[src/adc_seq_defines.svh]
`ifndef ADC_SEQ_DEFINES_SVH
`define ADC_SEQ_DEFINES_SVH

// Register indices on the plain register port
`define REG_CTRL 3'h0
`define REG_SRC 3'h1
`define REG_REF 3'h2
`define REG_RES_HI 3'h3
`define REG_RES_LO 3'h4
`define REG_STAT 3'h5

// Control/start/status register fields
`define CTRL_START 7
`define CTRL_BUSY 6
`define CTRL_PWR 5
`define CTRL_ALIGN 4
`define CTRL_CH_HI 1
`define CTRL_CH_LO 0
`define CTRL_WMASK 8'hb3

// Source/clock register fields
`define SRC_INT_HI 7
`define SRC_INT_LO 5
`define SRC_DIV_HI 2
`define SRC_DIV_LO 0
`define SRC_WMASK 8'he7

// Reference/amp register fields
`define REF_OPA 7
`define REF_BGB 6
`define REF_SEL_HI 3
`define REF_SEL_LO 0
`define REF_WMASK 8'hcf

// Status register fields
`define STAT_IRQ 0

`define RESET_BYTE 8'h00

// Conversion timing in converter clock periods
`define SAMPLE_PERIODS 5'h04
`define CONVERT_PERIODS 5'h0c
`define TOTAL_PERIODS 5'h10

// Decoded reference codes
`define REF_AVDD 4'h0
`define REF_EXT_X1 4'h1
`define REF_EXT_X4 4'h4
`define REF_BG_X2 4'ha
`define REF_BG_X4 4'hc

`define INT_NONE 3'h0
`define INT_SUPPLY_MIN 3'h1
`define INT_SUPPLY_MAX 3'h3
`define INT_OPA_MIN 3'h5

`endif

[src/adc_seq_pkg.sv]
package adc_seq_pkg;

  typedef enum logic [2:0] {
    ST_IDLE = 3'b001,
    ST_HOLD = 3'b010,
    ST_RUN = 3'b100
  } seq_state_t;

  typedef enum logic [1:0] {
    IN_EXTERNAL = 2'h0,
    IN_SUPPLY = 2'h1,
    IN_OPAMP = 2'h2
  } input_kind_t;

endpackage

[src/conv_tick_if.sv]
interface conv_tick_if;
  logic [2:0] div_sel;
  logic tick;

  modport source (input div_sel, output tick);
  modport sink (output div_sel, input tick);
endinterface

[src/conv_prescaler.sv]
`include "adc_seq_defines.svh"

module conv_prescaler
  import adc_seq_pkg::*;
(
  // Clock and reset
  input wire logic clock,
  input wire logic sys_rst,
  // Divider select and tick out
  conv_tick_if.source tk
);

  logic [6:0] count_r;
  logic [6:0] limit;

  // Free-running count, wraps at 2**sel - 1
  assign limit = 7'((8'h01 << tk.div_sel) - 8'h01);

  always_ff @(posedge clock) begin
    if (sys_rst) begin
      count_r <= 7'h00;
    end else if (count_r >= limit) begin
      count_r <= 7'h00;
    end else begin
      count_r <= count_r + 7'h01;
    end
  end

  assign tk.tick = (count_r >= limit);

endmodule // conv_prescaler

[src/result_store.sv]
`include "adc_seq_defines.svh"

module result_store
  import adc_seq_pkg::*;
(
  // Clock and reset
  input wire logic clock,
  input wire logic sys_rst,
  // Capture side
  input wire logic capture,
  input wire logic [11:0] data_in,
  // Read side
  input wire logic align_sel,
  output logic [7:0] high_byte,
  output logic [7:0] low_byte
);

  logic [11:0] held_r;

  // Kept across power-down
  always_ff @(posedge clock) begin
    if (sys_rst) begin
      held_r <= 12'h000;
    end else if (capture) begin
      held_r <= data_in;
    end
  end

  always_ff @(posedge clock) begin
    if (sys_rst) begin
      high_byte <= `RESET_BYTE;
      low_byte <= `RESET_BYTE;
    end else if (align_sel) begin
      high_byte <= {4'h0, held_r[11:8]};
      low_byte <= held_r[7:0];
    end else begin
      high_byte <= held_r[11:4];
      low_byte <= {held_r[3:0], 4'h0};
    end
  end

endmodule // result_store

[src/adc_control_sequencer.sv]
// Added by the designer: the register offsets and strobed register access.
`include "adc_seq_defines.svh"

module adc_control_sequencer
  import adc_seq_pkg::*;
(
  // Clock and reset
  input wire logic clock,
  input wire logic sys_rst,
  // Register port
  input wire logic [2:0] reg_addr,
  input wire logic [7:0] reg_wdata,
  input wire logic reg_write,
  input wire logic reg_read,
  output logic [7:0] reg_rdata,
  // Analog core controls
  output logic conv_power_enable,
  output logic core_reset,
  output logic sample_phase,
  output logic convert_phase,
  output logic [1:0] external_channel_select,
  output logic [1:0] input_kind,
  output logic [1:0] input_scale_log2,
  output logic [1:0] ref_kind,
  output logic [2:0] ref_multiple,
  output logic opamp_enable,
  output logic bandgap_buffer_enable,
  output logic opamp_input_bandgap,
  // Result from core
  input wire logic [11:0] core_result,
  // Interrupt request event to controller
  output logic conv_done_irq
);

  // Control registers
  logic start_r;
  logic power_r;
  logic align_r;
  logic [1:0] chan_r;
  logic [2:0] int_sel_r;
  logic [2:0] div_sel_r;
  logic opa_r;
  logic bgb_r;
  logic [3:0] ref_sel_r;
  logic busy_r;
  logic irq_flag_r;
  logic done_r;
  seq_state_t state_r;
  logic [4:0] period_r;
  logic [7:0] res_hi;
  logic [7:0] res_lo;
  logic finish;
  logic wr_ctrl;
  logic start_wr;
  logic start_nxt;
  logic [1:0] input_kind_nxt;
  logic [1:0] input_scale_nxt;
  logic [1:0] ref_kind_nxt;
  logic [2:0] ref_multiple_nxt;

  conv_tick_if tk ();

  assign tk.div_sel = div_sel_r;

  conv_prescaler u_prescaler (
    .clock(clock),
    .sys_rst(sys_rst),
    .tk(tk)
  );

  function automatic logic [3:0] ref_effective(input logic [3:0] code);
    if ((code >= `REF_EXT_X1 && code <= `REF_EXT_X4) ||
        (code >= `REF_BG_X2 && code <= `REF_BG_X4)) begin
      return code;
    end
    return `REF_AVDD;
  endfunction

  assign wr_ctrl = reg_write && (reg_addr == `REG_CTRL);
  assign start_wr = reg_wdata[`CTRL_START];
  assign start_nxt = wr_ctrl ? start_wr : start_r;

  always_ff @(posedge clock) begin
    if (sys_rst) begin
      start_r <= 1'b0;
      power_r <= 1'b0;
      align_r <= 1'b0;
      chan_r <= 2'h0;
    end else if (wr_ctrl) begin
      start_r <= start_wr;
      power_r <= reg_wdata[`CTRL_PWR];
      align_r <= reg_wdata[`CTRL_ALIGN];
      chan_r <= reg_wdata[`CTRL_CH_HI:`CTRL_CH_LO];
    end
  end

  always_ff @(posedge clock) begin
    if (sys_rst) begin
      int_sel_r <= 3'h0;
      div_sel_r <= 3'h0;
    end else if (reg_write && reg_addr == `REG_SRC) begin
      int_sel_r <= reg_wdata[`SRC_INT_HI:`SRC_INT_LO];
      div_sel_r <= reg_wdata[`SRC_DIV_HI:`SRC_DIV_LO];
    end
  end

  always_ff @(posedge clock) begin
    if (sys_rst) begin
      opa_r <= 1'b0;
      bgb_r <= 1'b0;
      ref_sel_r <= 4'h0;
    end else if (reg_write && reg_addr == `REG_REF) begin
      opa_r <= reg_wdata[`REF_OPA];
      bgb_r <= reg_wdata[`REF_BGB];
      ref_sel_r <= reg_wdata[`REF_SEL_HI:`REF_SEL_LO];
    end
  end

  // Sequencer: hold while start high, run after its fall
  assign finish = (state_r == ST_RUN) && tk.tick &&
                  (period_r == `TOTAL_PERIODS - 5'h01);

  always_ff @(posedge clock) begin
    if (sys_rst) begin
      state_r <= ST_IDLE;
      period_r <= 5'h00;
    end else if (start_nxt) begin
      state_r <= ST_HOLD;
      period_r <= 5'h00;
    end else begin
      unique case (state_r)
        ST_IDLE: begin
          period_r <= 5'h00;
        end
        ST_HOLD: begin
          state_r <= ST_RUN;
          period_r <= 5'h00;
        end
        ST_RUN: begin
          if (finish) begin
            state_r <= ST_IDLE;
          end else if (tk.tick) begin
            period_r <= period_r + 5'h01;
          end
        end
      endcase
    end
  end

  always_ff @(posedge clock) begin
    if (sys_rst) begin
      busy_r <= 1'b0;
    end else if (start_nxt) begin
      busy_r <= 1'b0;
    end else if (state_r == ST_HOLD) begin
      busy_r <= 1'b1;
    end else if (finish) begin
      busy_r <= 1'b0;
    end
  end

  // Request flag: set wins over software clear
  always_ff @(posedge clock) begin
    if (sys_rst) begin
      irq_flag_r <= 1'b0;
      done_r <= 1'b0;
    end else begin
      done_r <= finish;
      if (finish) begin
        irq_flag_r <= 1'b1;
      end else if (reg_write && reg_addr == `REG_STAT &&
                   reg_wdata[`STAT_IRQ]) begin
        irq_flag_r <= 1'b0;
      end
    end
  end

  assign conv_done_irq = done_r;

  result_store u_result (
    .clock(clock),
    .sys_rst(sys_rst),
    .capture(finish),
    .data_in(core_result),
    .align_sel(align_r),
    .high_byte(res_hi),
    .low_byte(res_lo)
  );

  // Core control decode
  assign conv_power_enable = power_r;
  assign core_reset = (state_r == ST_HOLD) || start_r;
  assign sample_phase = (state_r == ST_RUN) &&
                        (period_r < `SAMPLE_PERIODS);
  assign convert_phase = (state_r == ST_RUN) &&
                         (period_r >= `SAMPLE_PERIODS);
  assign external_channel_select = chan_r;
  assign opamp_enable = opa_r;
  assign bandgap_buffer_enable = bgb_r;
  assign opamp_input_bandgap = ref_sel_r[`REF_SEL_HI];

  always_comb begin
    input_kind_nxt = IN_EXTERNAL;
    input_scale_nxt = 2'h0;
    if (int_sel_r >= `INT_SUPPLY_MIN && int_sel_r <= `INT_SUPPLY_MAX) begin
      input_kind_nxt = IN_SUPPLY;
      input_scale_nxt = 2'(int_sel_r - `INT_SUPPLY_MIN);
    end else if (int_sel_r >= `INT_OPA_MIN) begin
      input_kind_nxt = IN_OPAMP;
      input_scale_nxt = 2'(int_sel_r - `INT_OPA_MIN);
    end
  end

  // Kind 0 supply, 1 external, 2 bandgap; bandgap takes priority
  always_comb begin
    logic [3:0] eff;
    eff = ref_effective(ref_sel_r);
    ref_kind_nxt = 2'h0;
    ref_multiple_nxt = 3'h1;
    if (eff >= `REF_BG_X2) begin
      ref_kind_nxt = 2'h2;
      ref_multiple_nxt = 3'(eff - 4'h8);
    end else if (eff >= `REF_EXT_X1) begin
      ref_kind_nxt = 2'h1;
      ref_multiple_nxt = eff[2:0];
    end
  end

  // Registered so the core sees settled selections
  always_ff @(posedge clock) begin
    if (sys_rst) begin
      input_kind <= IN_EXTERNAL;
      input_scale_log2 <= 2'h0;
      ref_kind <= 2'h0;
      ref_multiple <= 3'h1;
    end else begin
      input_kind <= input_kind_nxt;
      input_scale_log2 <= input_scale_nxt;
      ref_kind <= ref_kind_nxt;
      ref_multiple <= ref_multiple_nxt;
    end
  end

  // Read data one cycle after the strobe
  always_ff @(posedge clock) begin
    if (sys_rst) begin
      reg_rdata <= 8'h00;
    end else if (reg_read) begin
      unique case (reg_addr)
        `REG_CTRL: reg_rdata <= {start_r, busy_r, power_r, align_r,
                                 2'h0, chan_r};
        `REG_SRC: reg_rdata <= {int_sel_r, 2'h0, div_sel_r};
        `REG_REF: reg_rdata <= {opa_r, bgb_r, 2'h0, ref_sel_r};
        `REG_RES_HI: reg_rdata <= res_hi;
        `REG_RES_LO: reg_rdata <= res_lo;
        `REG_STAT: reg_rdata <= {7'h00, irq_flag_r};
        default: reg_rdata <= 8'h00;
      endcase
    end else begin
      reg_rdata <= 8'h00;
    end
  end

endmodule // adc_control_sequencer

[config.mk]
export PLATFORM = sky130hd
export DESIGN_NAME = adc_control_sequencer
export DESIGN_NICKNAME = d
export VERILOG_FILES = /design/src/adc_seq_pkg.sv /design/src/conv_tick_if.sv /design/src/conv_prescaler.sv /design/src/result_store.sv /design/src/adc_control_sequencer.sv
export VERILOG_INCLUDE_DIRS = /design/src
export SDC_FILE = /design/constraint.sdc
export NUM_CORES = 1
export LEC_CHECK = 0
export BUFFER_PORTS_ARGS = -buffer_cell sky130_fd_sc_hd__buf_4
export CAP_MARGIN = 20
export CORE_MARGIN = 2
export CORE_UTILIZATION = 35
export DETAILED_ROUTE_END_ITERATION = 6
export GPL_ROUTABILITY_DRIVEN = 0
export PLACE_DENSITY_LB_ADDON = 0.2
export SYNTH_ARGS = -nofsm -noshare
export SYNTH_HDL_FRONTEND = slang
export SYNTH_SLANG_ARGS = --single-unit
[constraint.sdc]
create_clock -name clock -period 5.8 [get_ports clock]
set_clock_uncertainty 0.15 [all_clocks]
set_input_delay 0.58 -clock clock [delete_from_list [all_inputs] [get_ports clock]]
set_output_delay 0.58 -clock clock [all_outputs]
set_load 0.01 [all_outputs]
# Yosys cells after proc, flatten, opt, wreduce, memory -nomap -nowiden
# Index checks and enable logic that the tools add are counted.
# Widths: inputs -> output; s select.
[word_totals]
register_bits = 80
in_bits = 27
out_inout_bits = 27
elab_cells = 117
[op_classes]
addsub = 6
order_cmp = 12
eq_ne = 13
shift = 1
muxes = 25
n_bitwise = 2
n_reduce_logical = 30
[ops]
columns = ["op", "n"]
rows = [
  ["$pmux 8 s6", 1],
  ["$reduce_or 2->1", 8],
  ["$logic_and 1x1->1", 12],
  ["$mux 4", 3],
  ["$mux 2", 5],
  ["$mux 5", 2],
  ["$pmux 5 s2", 1],
  ["$eq 3x2->1 const B", 3],
  ["$eq 3x3->1 const B", 3],
  ["$mux 3", 3],
  ["$ge 4x1->1 const B", 2],
  ["$ge 4x4->1 const B", 2],
  ["$mux 1", 8],
  ["$mux 8", 1],
  ["$add 7x1->7 const B", 1],
  ["$ge 7x7->1", 1],
  ["$shl 1x3->7 const A", 1],
  ["$sub 7x1->7 const B", 1],
  ["$eq 3x1->1 const B", 2],
  ["$ne 2x2->1 const B", 3],
  ["$pmux 3 s2", 1],
  ["$reduce_and 2->1", 3],
  ["$reduce_bool 2->1", 3],
  ["$add 5x1->5 const B", 1],
  ["15 further kinds", 18],
]

# Longest topological paths before layout
# Gate-level depths: netlist of run 1.
[logic_depth]
word_depth = 8
ltp_mapped = 15
depth_no_buf = 12

# Hierarchy
# A second synthesis of run 1 with hierarchy kept.
[unflattened]
hier_cells = 353
hier_area_um2 = 3495.9
[modules_own_cells]
columns = ["module", "n_inst", "cells_per_inst", "area_per_inst_um2", "seq_area_each_um2"]
rows = [
  ["adc_control_sequencer", 1, 211, 2008.2, 900.9],
  ["result_store", 1, 82, 924.6, 560.5],
  ["conv_prescaler", 1, 60, 563.0, 140.1],
]

# Worst setup path before layout of run 1
# OpenSTA, ideal clock, no wires.
[synth_path]
path_type = "register -> register"
start = "register div_sel_r[0]"
end = "register u_result.held_r[10]"
arrival_ns = 2.917
required_time_ns = 5.578
slack_ns = 2.661
path_stages_with_launch = 16
path_buffers = 4
period_less_slack_ns = 3.139
cell_sequence = "dfxtp_1 clkbuf_1 or3_1 ha_1 buf_1 xor2_1 nor2_1 a21oi_1 ha_1 nand4_1 and3_1 o21ai_0 and3_1 buf_2 buf_2 mux2i_1"
[synth_between]
elab_chain_len = 5
[synth_lines]
columns = ["element", "line", "source"]
rows = [
  ["start, declared", "adc_control_sequencer.sv:41", "logic [2:0] div_sel_r;"],
  ["start signal, assigned", "adc_control_sequencer.sv:103", "div_sel_r <= reg_wdata[`SRC_DIV_HI:`SRC_DIV_LO];"],
  ["$shl 1x3->7", "conv_prescaler.sv:17", "assign limit = 7'((8'h01 << tk.div_sel) - 8'h01);"],
  ["$sub 7x1->7", "conv_prescaler.sv:17", ""],
  ["$ge 7x7->1", "conv_prescaler.sv:29", "assign tk.tick = (count_r >= limit);"],
  ["$logic_and 1x1->1 (2 in series)", "adc_control_sequencer.sv:120", "assign finish = (state_r == ST_RUN) && tk.tick &&"],
  ["end signal, assigned", "result_store.sv:25", "held_r <= data_in;"],
  ["end, declared", "result_store.sv:18", "logic [11:0] held_r;"],
]
# Every way passes these cells.
# A chain may end at the register's enable or synchronous reset.

# Worst setup path after layout of run 1
[layout_path]
start = "register div_sel_r[0]"
end = "register u_result.held_r[4]"
# The elaborated chain is that of the path after synthesis.

==> results of run 1 <==
-- kinds of logic (layout without fill, tap and decap cells) --
| logic type | Yosys count | in the layout | synth area share |
|---|---|---|---|
| simple gates | 152 | 152 | 0.231 |
| flops | 80 | 80 | 0.458 |
| mux | 44 | 44 | 0.138 |
| compound gates | 41 | 41 | 0.0737 |
| buf+inv | 31 | 80 | 0.0368 |
| fa+ha+maj | 12 | 12 | 0.0429 |
| xor+xnor | 8 | 8 | 0.0200 |
-- cell usage after synthesis (5+ instances only) --
master,instances
dfxtp_1,80
nor2_1,56
mux2i_1,40
nand2b_1,32
a21oi_1,15
clkbuf_1,14
ha_1,12
inv_1,11
nand2_1,11
nand3_1,10
and2_1,9
a31oi_1,7
and3_1,6
nor3_1,6
nor3b_1,5
-- layout by cell type, fill, tap and decap left out, types with 11 or more instances in the layout --
| cell type | instances |
|---|---|
| nor2_1 | 56 |
| buf_4 | 53 |
| a21oi_1 | 15 |
| mux2i_1 | 40 |
| nand2_1 | 11 |
| nand2b_1 | 32 |
| inv_1 | 11 |
| ha_1 | 12 |
| dfxtp_1 | 80 |
-- cell type report --
cell class | count | area [um^2] | share of cell area
Tap cell | 133 | 166 | 0.0399
Timing Repair Buffer | 53 | 398 | 0.0954
Multi-Input combinational cell | 257 | 1770 | 0.425
Clock buffer | 10 | 138 | 0.0330
Sequential cell | 80 | 1600 | 0.384
Inverter | 11 | 41.3 | 0.00990
Clock inverter | 6 | 51.3 | 0.0123
-- flip-flops by register name, summed over array words and instances, names as in the netlist --
| register | cells |
|---|---|
| div_sel_r | 3 |
| busy_r | 1 |
| state_r | 3 |
| ref_kind | 2 |
| ref_sel_r | 4 |
| align_r | 1 |
| u_prescaler.count_r | 7 |
| conv_done_irq | 1 |
| u_result.held_r | 12 |
| reg_rdata | 8 |
| u_result.high_byte | 8 |
| bandgap_buffer_enable | 1 |
| opamp_enable | 1 |
| int_sel_r | 3 |
| conv_power_enable | 1 |
| u_result.low_byte | 8 |
| external_channel_select | 2 |
| input_scale_log2 | 2 |
| ref_multiple | 3 |
| irq_flag_r | 1 |
| input_kind | 2 |
| start_r | 1 |
| period_r | 5 |
-- report_power, final --
part | switching (mW) | total [mW] | leakage, nW | internal (mW)
logic | 0.0502 | 0.0908 | 0.891 | 0.0406
clock network | 0.217 | 0.389 | 0.0875 | 0.173
registers | 0.00642 | 0.561 | 0.645 | 0.555
-- stage by stage --
| stage | worst slack, ps | power, mW | area, um^2 | utilization |
|---|---|---|---|---|
| finish | 2360 | 1.04 | 4170 | 0.429 |
| CTS | 2340 | 1.06 | 4170 | 0.429 |
| detailed placement | 2370 | 0.666 | 3980 | 0.409 |
| global route | 2100 | 1.09 | 4170 | 0.429 |
| floorplan | 2660 | 0.632 | 3500 | - |
| global placement | 2460 | 0.664 | 3980 | 0.409 |
-- routing by layer --
| layer | up-vias | track usage |
|---|---|---|
| met5 | - | 0 |
| met4 | 0 | 0.0724 |
| met2 | 58 | 0.211 |
| li1 | 1343 | - |
| met1 | 1174 | 0.191 |
| met3 | 11 | 0.0301 |
-- path summary, 6_finish.rpt --
| path | startpoint | end | depth (start not counted) |
|---|---|---|---|
| max | div_sel_r[0] | u_result.held_r[4] | 10 |
| max reg2reg | div_sel_r[0] | u_result.held_r[4] | 10 |
| min reg2reg | int_sel_r[2] | input_kind[0] | 1 |
| min | int_sel_r[2] | input_kind[0] | 1 |
==> flow_metrics.env, run 1 <==
export IMPL_drt_first_pass_iters=4
export IMPL_cp_cell_sequence="or3_1 > ha_1 > xor2_1 > nor2_1 > a21oi_1 > ha_1 > nand4_1 > o21ai_0 > and3_1 > mux2i_1"
export IMPL_synth_top_area_share=0.458
export IMPL_cpMostUsedCell="ha_1"
export IMPL_grt_remaining_overflow=0
export IMPL_core_area_um2=9730
export IMPL_crit_type="flip-flop to flip-flop"
export IMPL_leakage_nw=1.62
export IMPL_slowest_stage="and3_1"
export IMPL_fin_crit_ps=3440
export IMPL_cts_buffer_depth=2
export IMPL_top_layer="met4"
export IMPL_synthDistinctLibCells=45
export IMPL_synth_ff_type="dfxtp_1"
export IMPL_synth_area_leaders="dfxtp_1, mux2i_1, nor2_1, nand2b_1, ha_1"
export IMPL_endpoint_kind="flip-flop"
export IMPL_synth_edf_count=0
export IMPL_area_growth_pct=19.2
export IMPL_die_w_um=104
export IMPL_period_share=0.594
export IMPL_drt_met1_wl_mm=3.59
export IMPL_grt_pass1_vias=2505
export IMPL_place_detailed_hpwl_mm=5.18
export IMPL_finalWirelength_mm=7.25
export IMPL_crit_family="simple AND/OR/NAND/NOR gates"
export IMPL_cp_max_fo=14
export IMPL_vias=2586
export IMPL_syn_area_um2=3500
export IMPL_initial_core_util=0.360
export IMPL_ys_seq_area_frac=0.458
export IMPL_met2_length_mm=3.21
export IMPL_grt_total_usage=0.141
export IMPL_cts_htree_levels=3
export IMPL_dieArea_um2=10800
export IMPL_grt_max_degree=70
export IMPL_yosysWarnings=0
export IMPL_path_clk_slew_ps=90
export IMPL_ctsResizeCount=0
export IMPL_setup_viol=0
export IMPL_cts_setup_buffers=0
export IMPL_max_stage_delay_ps=730
export IMPL_synth_seq_cells=80
export IMPL_wl_per_cell_um=13.2
export IMPL_drc=0
export IMPL_io_pins=54
export IMPL_cts_sinks=80
export IMPL_cp_arrival_ps=3580
export IMPL_crit_buf_inv=0
export IMPL_reg2reg_slack_ps=2360
export IMPL_grt_pass1_wl_mm=12.2
export IMPL_io_buffers=53
export IMPL_holdCritPathClass="flip-flop to flip-flop"
export IMPL_insertion_delay_ps=350
export IMPL_maxSlewViolCount=0
export IMPL_root_buffer="clkbuf_8"
export IMPL_ir_drop_mv=0.0838
export IMPL_finalHoldViolations=0
export IMPL_synth_cells=368
export IMPL_max_freq_mhz=290
export IMPL_cp_required_ps=5930
export IMPL_fin_nets=451
export IMPL_cts_hold_buf=0
export IMPL_fillers=1007
export IMPL_synth_top_cell_by_area="dfxtp_1"
export IMPL_ant_nets=0
export IMPL_holdWs_ps=312
export IMPL_numCtsBuffers=9
export IMPL_vias_per_cell=4.70
export IMPL_fin_cells=550
export IMPL_startpoint_type="flip-flop"
export IMPL_drive_above_1_share=0.185
export IMPL_wl_met3_um=300
export IMPL_drt_initial_drc_count=96
export IMPL_syn_nets=407
export IMPL_status="finished clean"
export IMPL_setup_tns_ps=0
export IMPL_rsz0062_at_grt="false"
export IMPL_rows=36
export IMPL_die_h_um=104
export IMPL_async_flop_share=0
export IMPL_power_density_nw_per_um2=250
export IMPL_placedCellCount=534
export IMPL_cts_tree="built"
export IMPL_cap_violations=0
export IMPL_avgSynthCellArea_um2=9.51
export IMPL_worst_pin_slew_ps=1090
export IMPL_antenna_found_initial=0
export IMPL_slew_headroom=0.263
export IMPL_num_antenna_cells=0
(Power assumes the default switching activity.)
==> run 2: changes to the inputs <==
Clock period 5.8 ns to 3.6 ns, I/O delays scaled along.
==> run 2 against run 1 <==
Sequential share of layout area fell by 0.48 points. Worst hold slack got worse by 220 ps. Design area increased by 1.3%. Sequential power up 61%. Largest power group unchanged. Critical path type unchanged. Core utilization is 0.54 points higher. Largest cell class unchanged. Clock-buffer cell count unchanged. Non-clock buffer count up 3.
==> flow_metrics.env, run 2 (synthesis gave the netlist of run 1 again) <==
export IMPL_path_clk_slew_ps=80
export IMPL_multi_input_area_um2=1770
export IMPL_endpoint_kind="flip-flop"
export IMPL_cts_buffer_depth=2
export IMPL_die_w_um=104
export IMPL_cts_htree_levels=3
export IMPL_min_from="reg_wdata[3]"
export IMPL_root_buffer="clkbuf_8"
export IMPL_cts_setup_buffers=0
export IMPL_die_h_um=104
export IMPL_area_growth_pct=20.7
export IMPL_cp_max_fo=14
export IMPL_max_stage_delay_ps=420
export IMPL_drive_above_1_share=0.188
export IMPL_worst_pin_slew_ps=660
export IMPL_initial_core_util=0.360
export IMPL_insertion_delay_ps=350
export IMPL_grt_pass1_wl_mm=12.1
export IMPL_ant_nets=0
export IMPL_setup_tns_ps=0
export IMPL_startpoint_type="flip-flop"
export IMPL_placedCellCount=536
export IMPL_grt_max_degree=70
export IMPL_period_share=0.861
export IMPL_io_pins=54
export IMPL_final_cell_mix="dfxtp_1, nor2_1, buf_4"
export IMPL_rsz0062_at_grt="false"
export IMPL_largest_reg_flops=12
export IMPL_power_mw=1.79
export IMPL_cap_violations=0
export IMPL_cts_tree="built"
export IMPL_slowest_stage="or3_1"
export IMPL_final_util=0.434
export IMPL_grt_pass1_vias=2443
export IMPL_finalHoldViolations=0
export IMPL_rr_startpoint="div_sel_r[0]"
export IMPL_maxSlewViolCount=0
export IMPL_cp_cell_sequence="or3_1 > ha_1 > xor2_1 > nor2_1 > a21oi_1 > ha_1 > nand4_1 > o21ai_0 > and3_1 > buf_4 > mux2i_1"
export IMPL_fin_crit_ps=3100
export IMPL_power_density_nw_per_um2=424
export IMPL_drt_first_pass_iters=4
export IMPL_vias=2613
export IMPL_seq_area_um2=1600
export IMPL_vias_per_cell=4.73
export IMPL_ctsResizeCount=0
export IMPL_grt_remaining_overflow=0
export IMPL_max_freq_mhz=323
export IMPL_dieArea_um2=10800
export IMPL_setup_viol=0
export IMPL_num_antenna_cells=0
export IMPL_final_common_cell="dfxtp_1"
export IMPL_rows=36
export IMPL_antenna_found_initial=0
export IMPL_numCtsBuffers=9
export IMPL_status="finished clean"
export IMPL_place_detailed_hpwl_mm=5.25
export IMPL_fin_cells=553
export IMPL_cts_hold_buf=0
export IMPL_io_buffers=53
export IMPL_final_cell_area_um2=4220
export IMPL_finalWirelength_mm=7.33
export IMPL_fin_nets=454
export IMPL_cp_required_ps=3730
export IMPL_crit_start="div_sel_r[0]"
export IMPL_wl_per_cell_um=13.3
export IMPL_holdCritPathClass="input pin to flip-flop"
export IMPL_slew_headroom=0.558
export IMPL_cts_sinks=80
export IMPL_crit_type="flip-flop to flip-flop"
export IMPL_grt_total_usage=0.140
export IMPL_fillers=1014
export IMPL_core_area_um2=9730
export IMPL_drc=0
export IMPL_cpMostUsedCell="ha_1"
export IMPL_drt_initial_drc_count=126
export IMPL_dpl_cell_area_um2=4000
export IMPL_leakage_nw=1.66
export IMPL_ir_drop_mv=0.162
export IMPL_top_register="u_result.held_r"
export IMPL_cp_arrival_ps=3230
run 2: cell count changes in the layout (fill, tap and decap cells not counted), sizes merged:
cell and change:
inv -1, clkinv +2, buf +3, clkinvlp -3, bufinv +2
run 2: where the power goes:
group	internal [mW]	switching, mW
combinational	0.0661	0.0799
clock	0.396	0.343
sequential	0.894	0.0106
run 2: final timing paths:
path / end / slack [ps] / cells after the start
setup / recovery: u_result.held_r[8] / 500 / 11
hold / removal: ref_sel_r[3] / 90 / 3
setup reg to reg: u_result.held_r[8] / 500 / 11
hold reg to reg: u_prescaler.count_r[0] / 330 / 1
run 2: area by class of cell:
class	instances	area share
clock buffer	10	0.0302
clock inverter	6	0.0216
inverter	11	0.00978
multi-input combinational	257	0.420
sequential	80	0.379
tap	133	0.0394
timing repair buffer	56	0.0996
run 2: routing by layer:
layer,wire length (um),global-route usage,share of wire
met3,302,0.0351,0.041
met4,95,0.0521,0.013
met1,3760,0.191,0.51
met2,3180,0.212,0.43
met5,0,0,0
run 2: through the flow:
step                hold slack [ps]  setup slack (ps)
finish                         92.3               500
global route                   91.0               216
CTS                            81.0               484
detailed placement              310               507
global placement                302               612
floorplan                       259               461
run 2: worst max-delay path, delay by kind of cell, from the launching register on:
| family | cells | cell delay, ps |
|---|---|---|
| mux | 1 | 200 |
| xor+xnor | 1 | 170 |
| simple gates | 4 | 850 |
| flops | 1 | 390 |
| buf+inv | 1 | 250 |
| compound gates | 2 | 390 |
| fa+ha+maj | 2 | 620 |
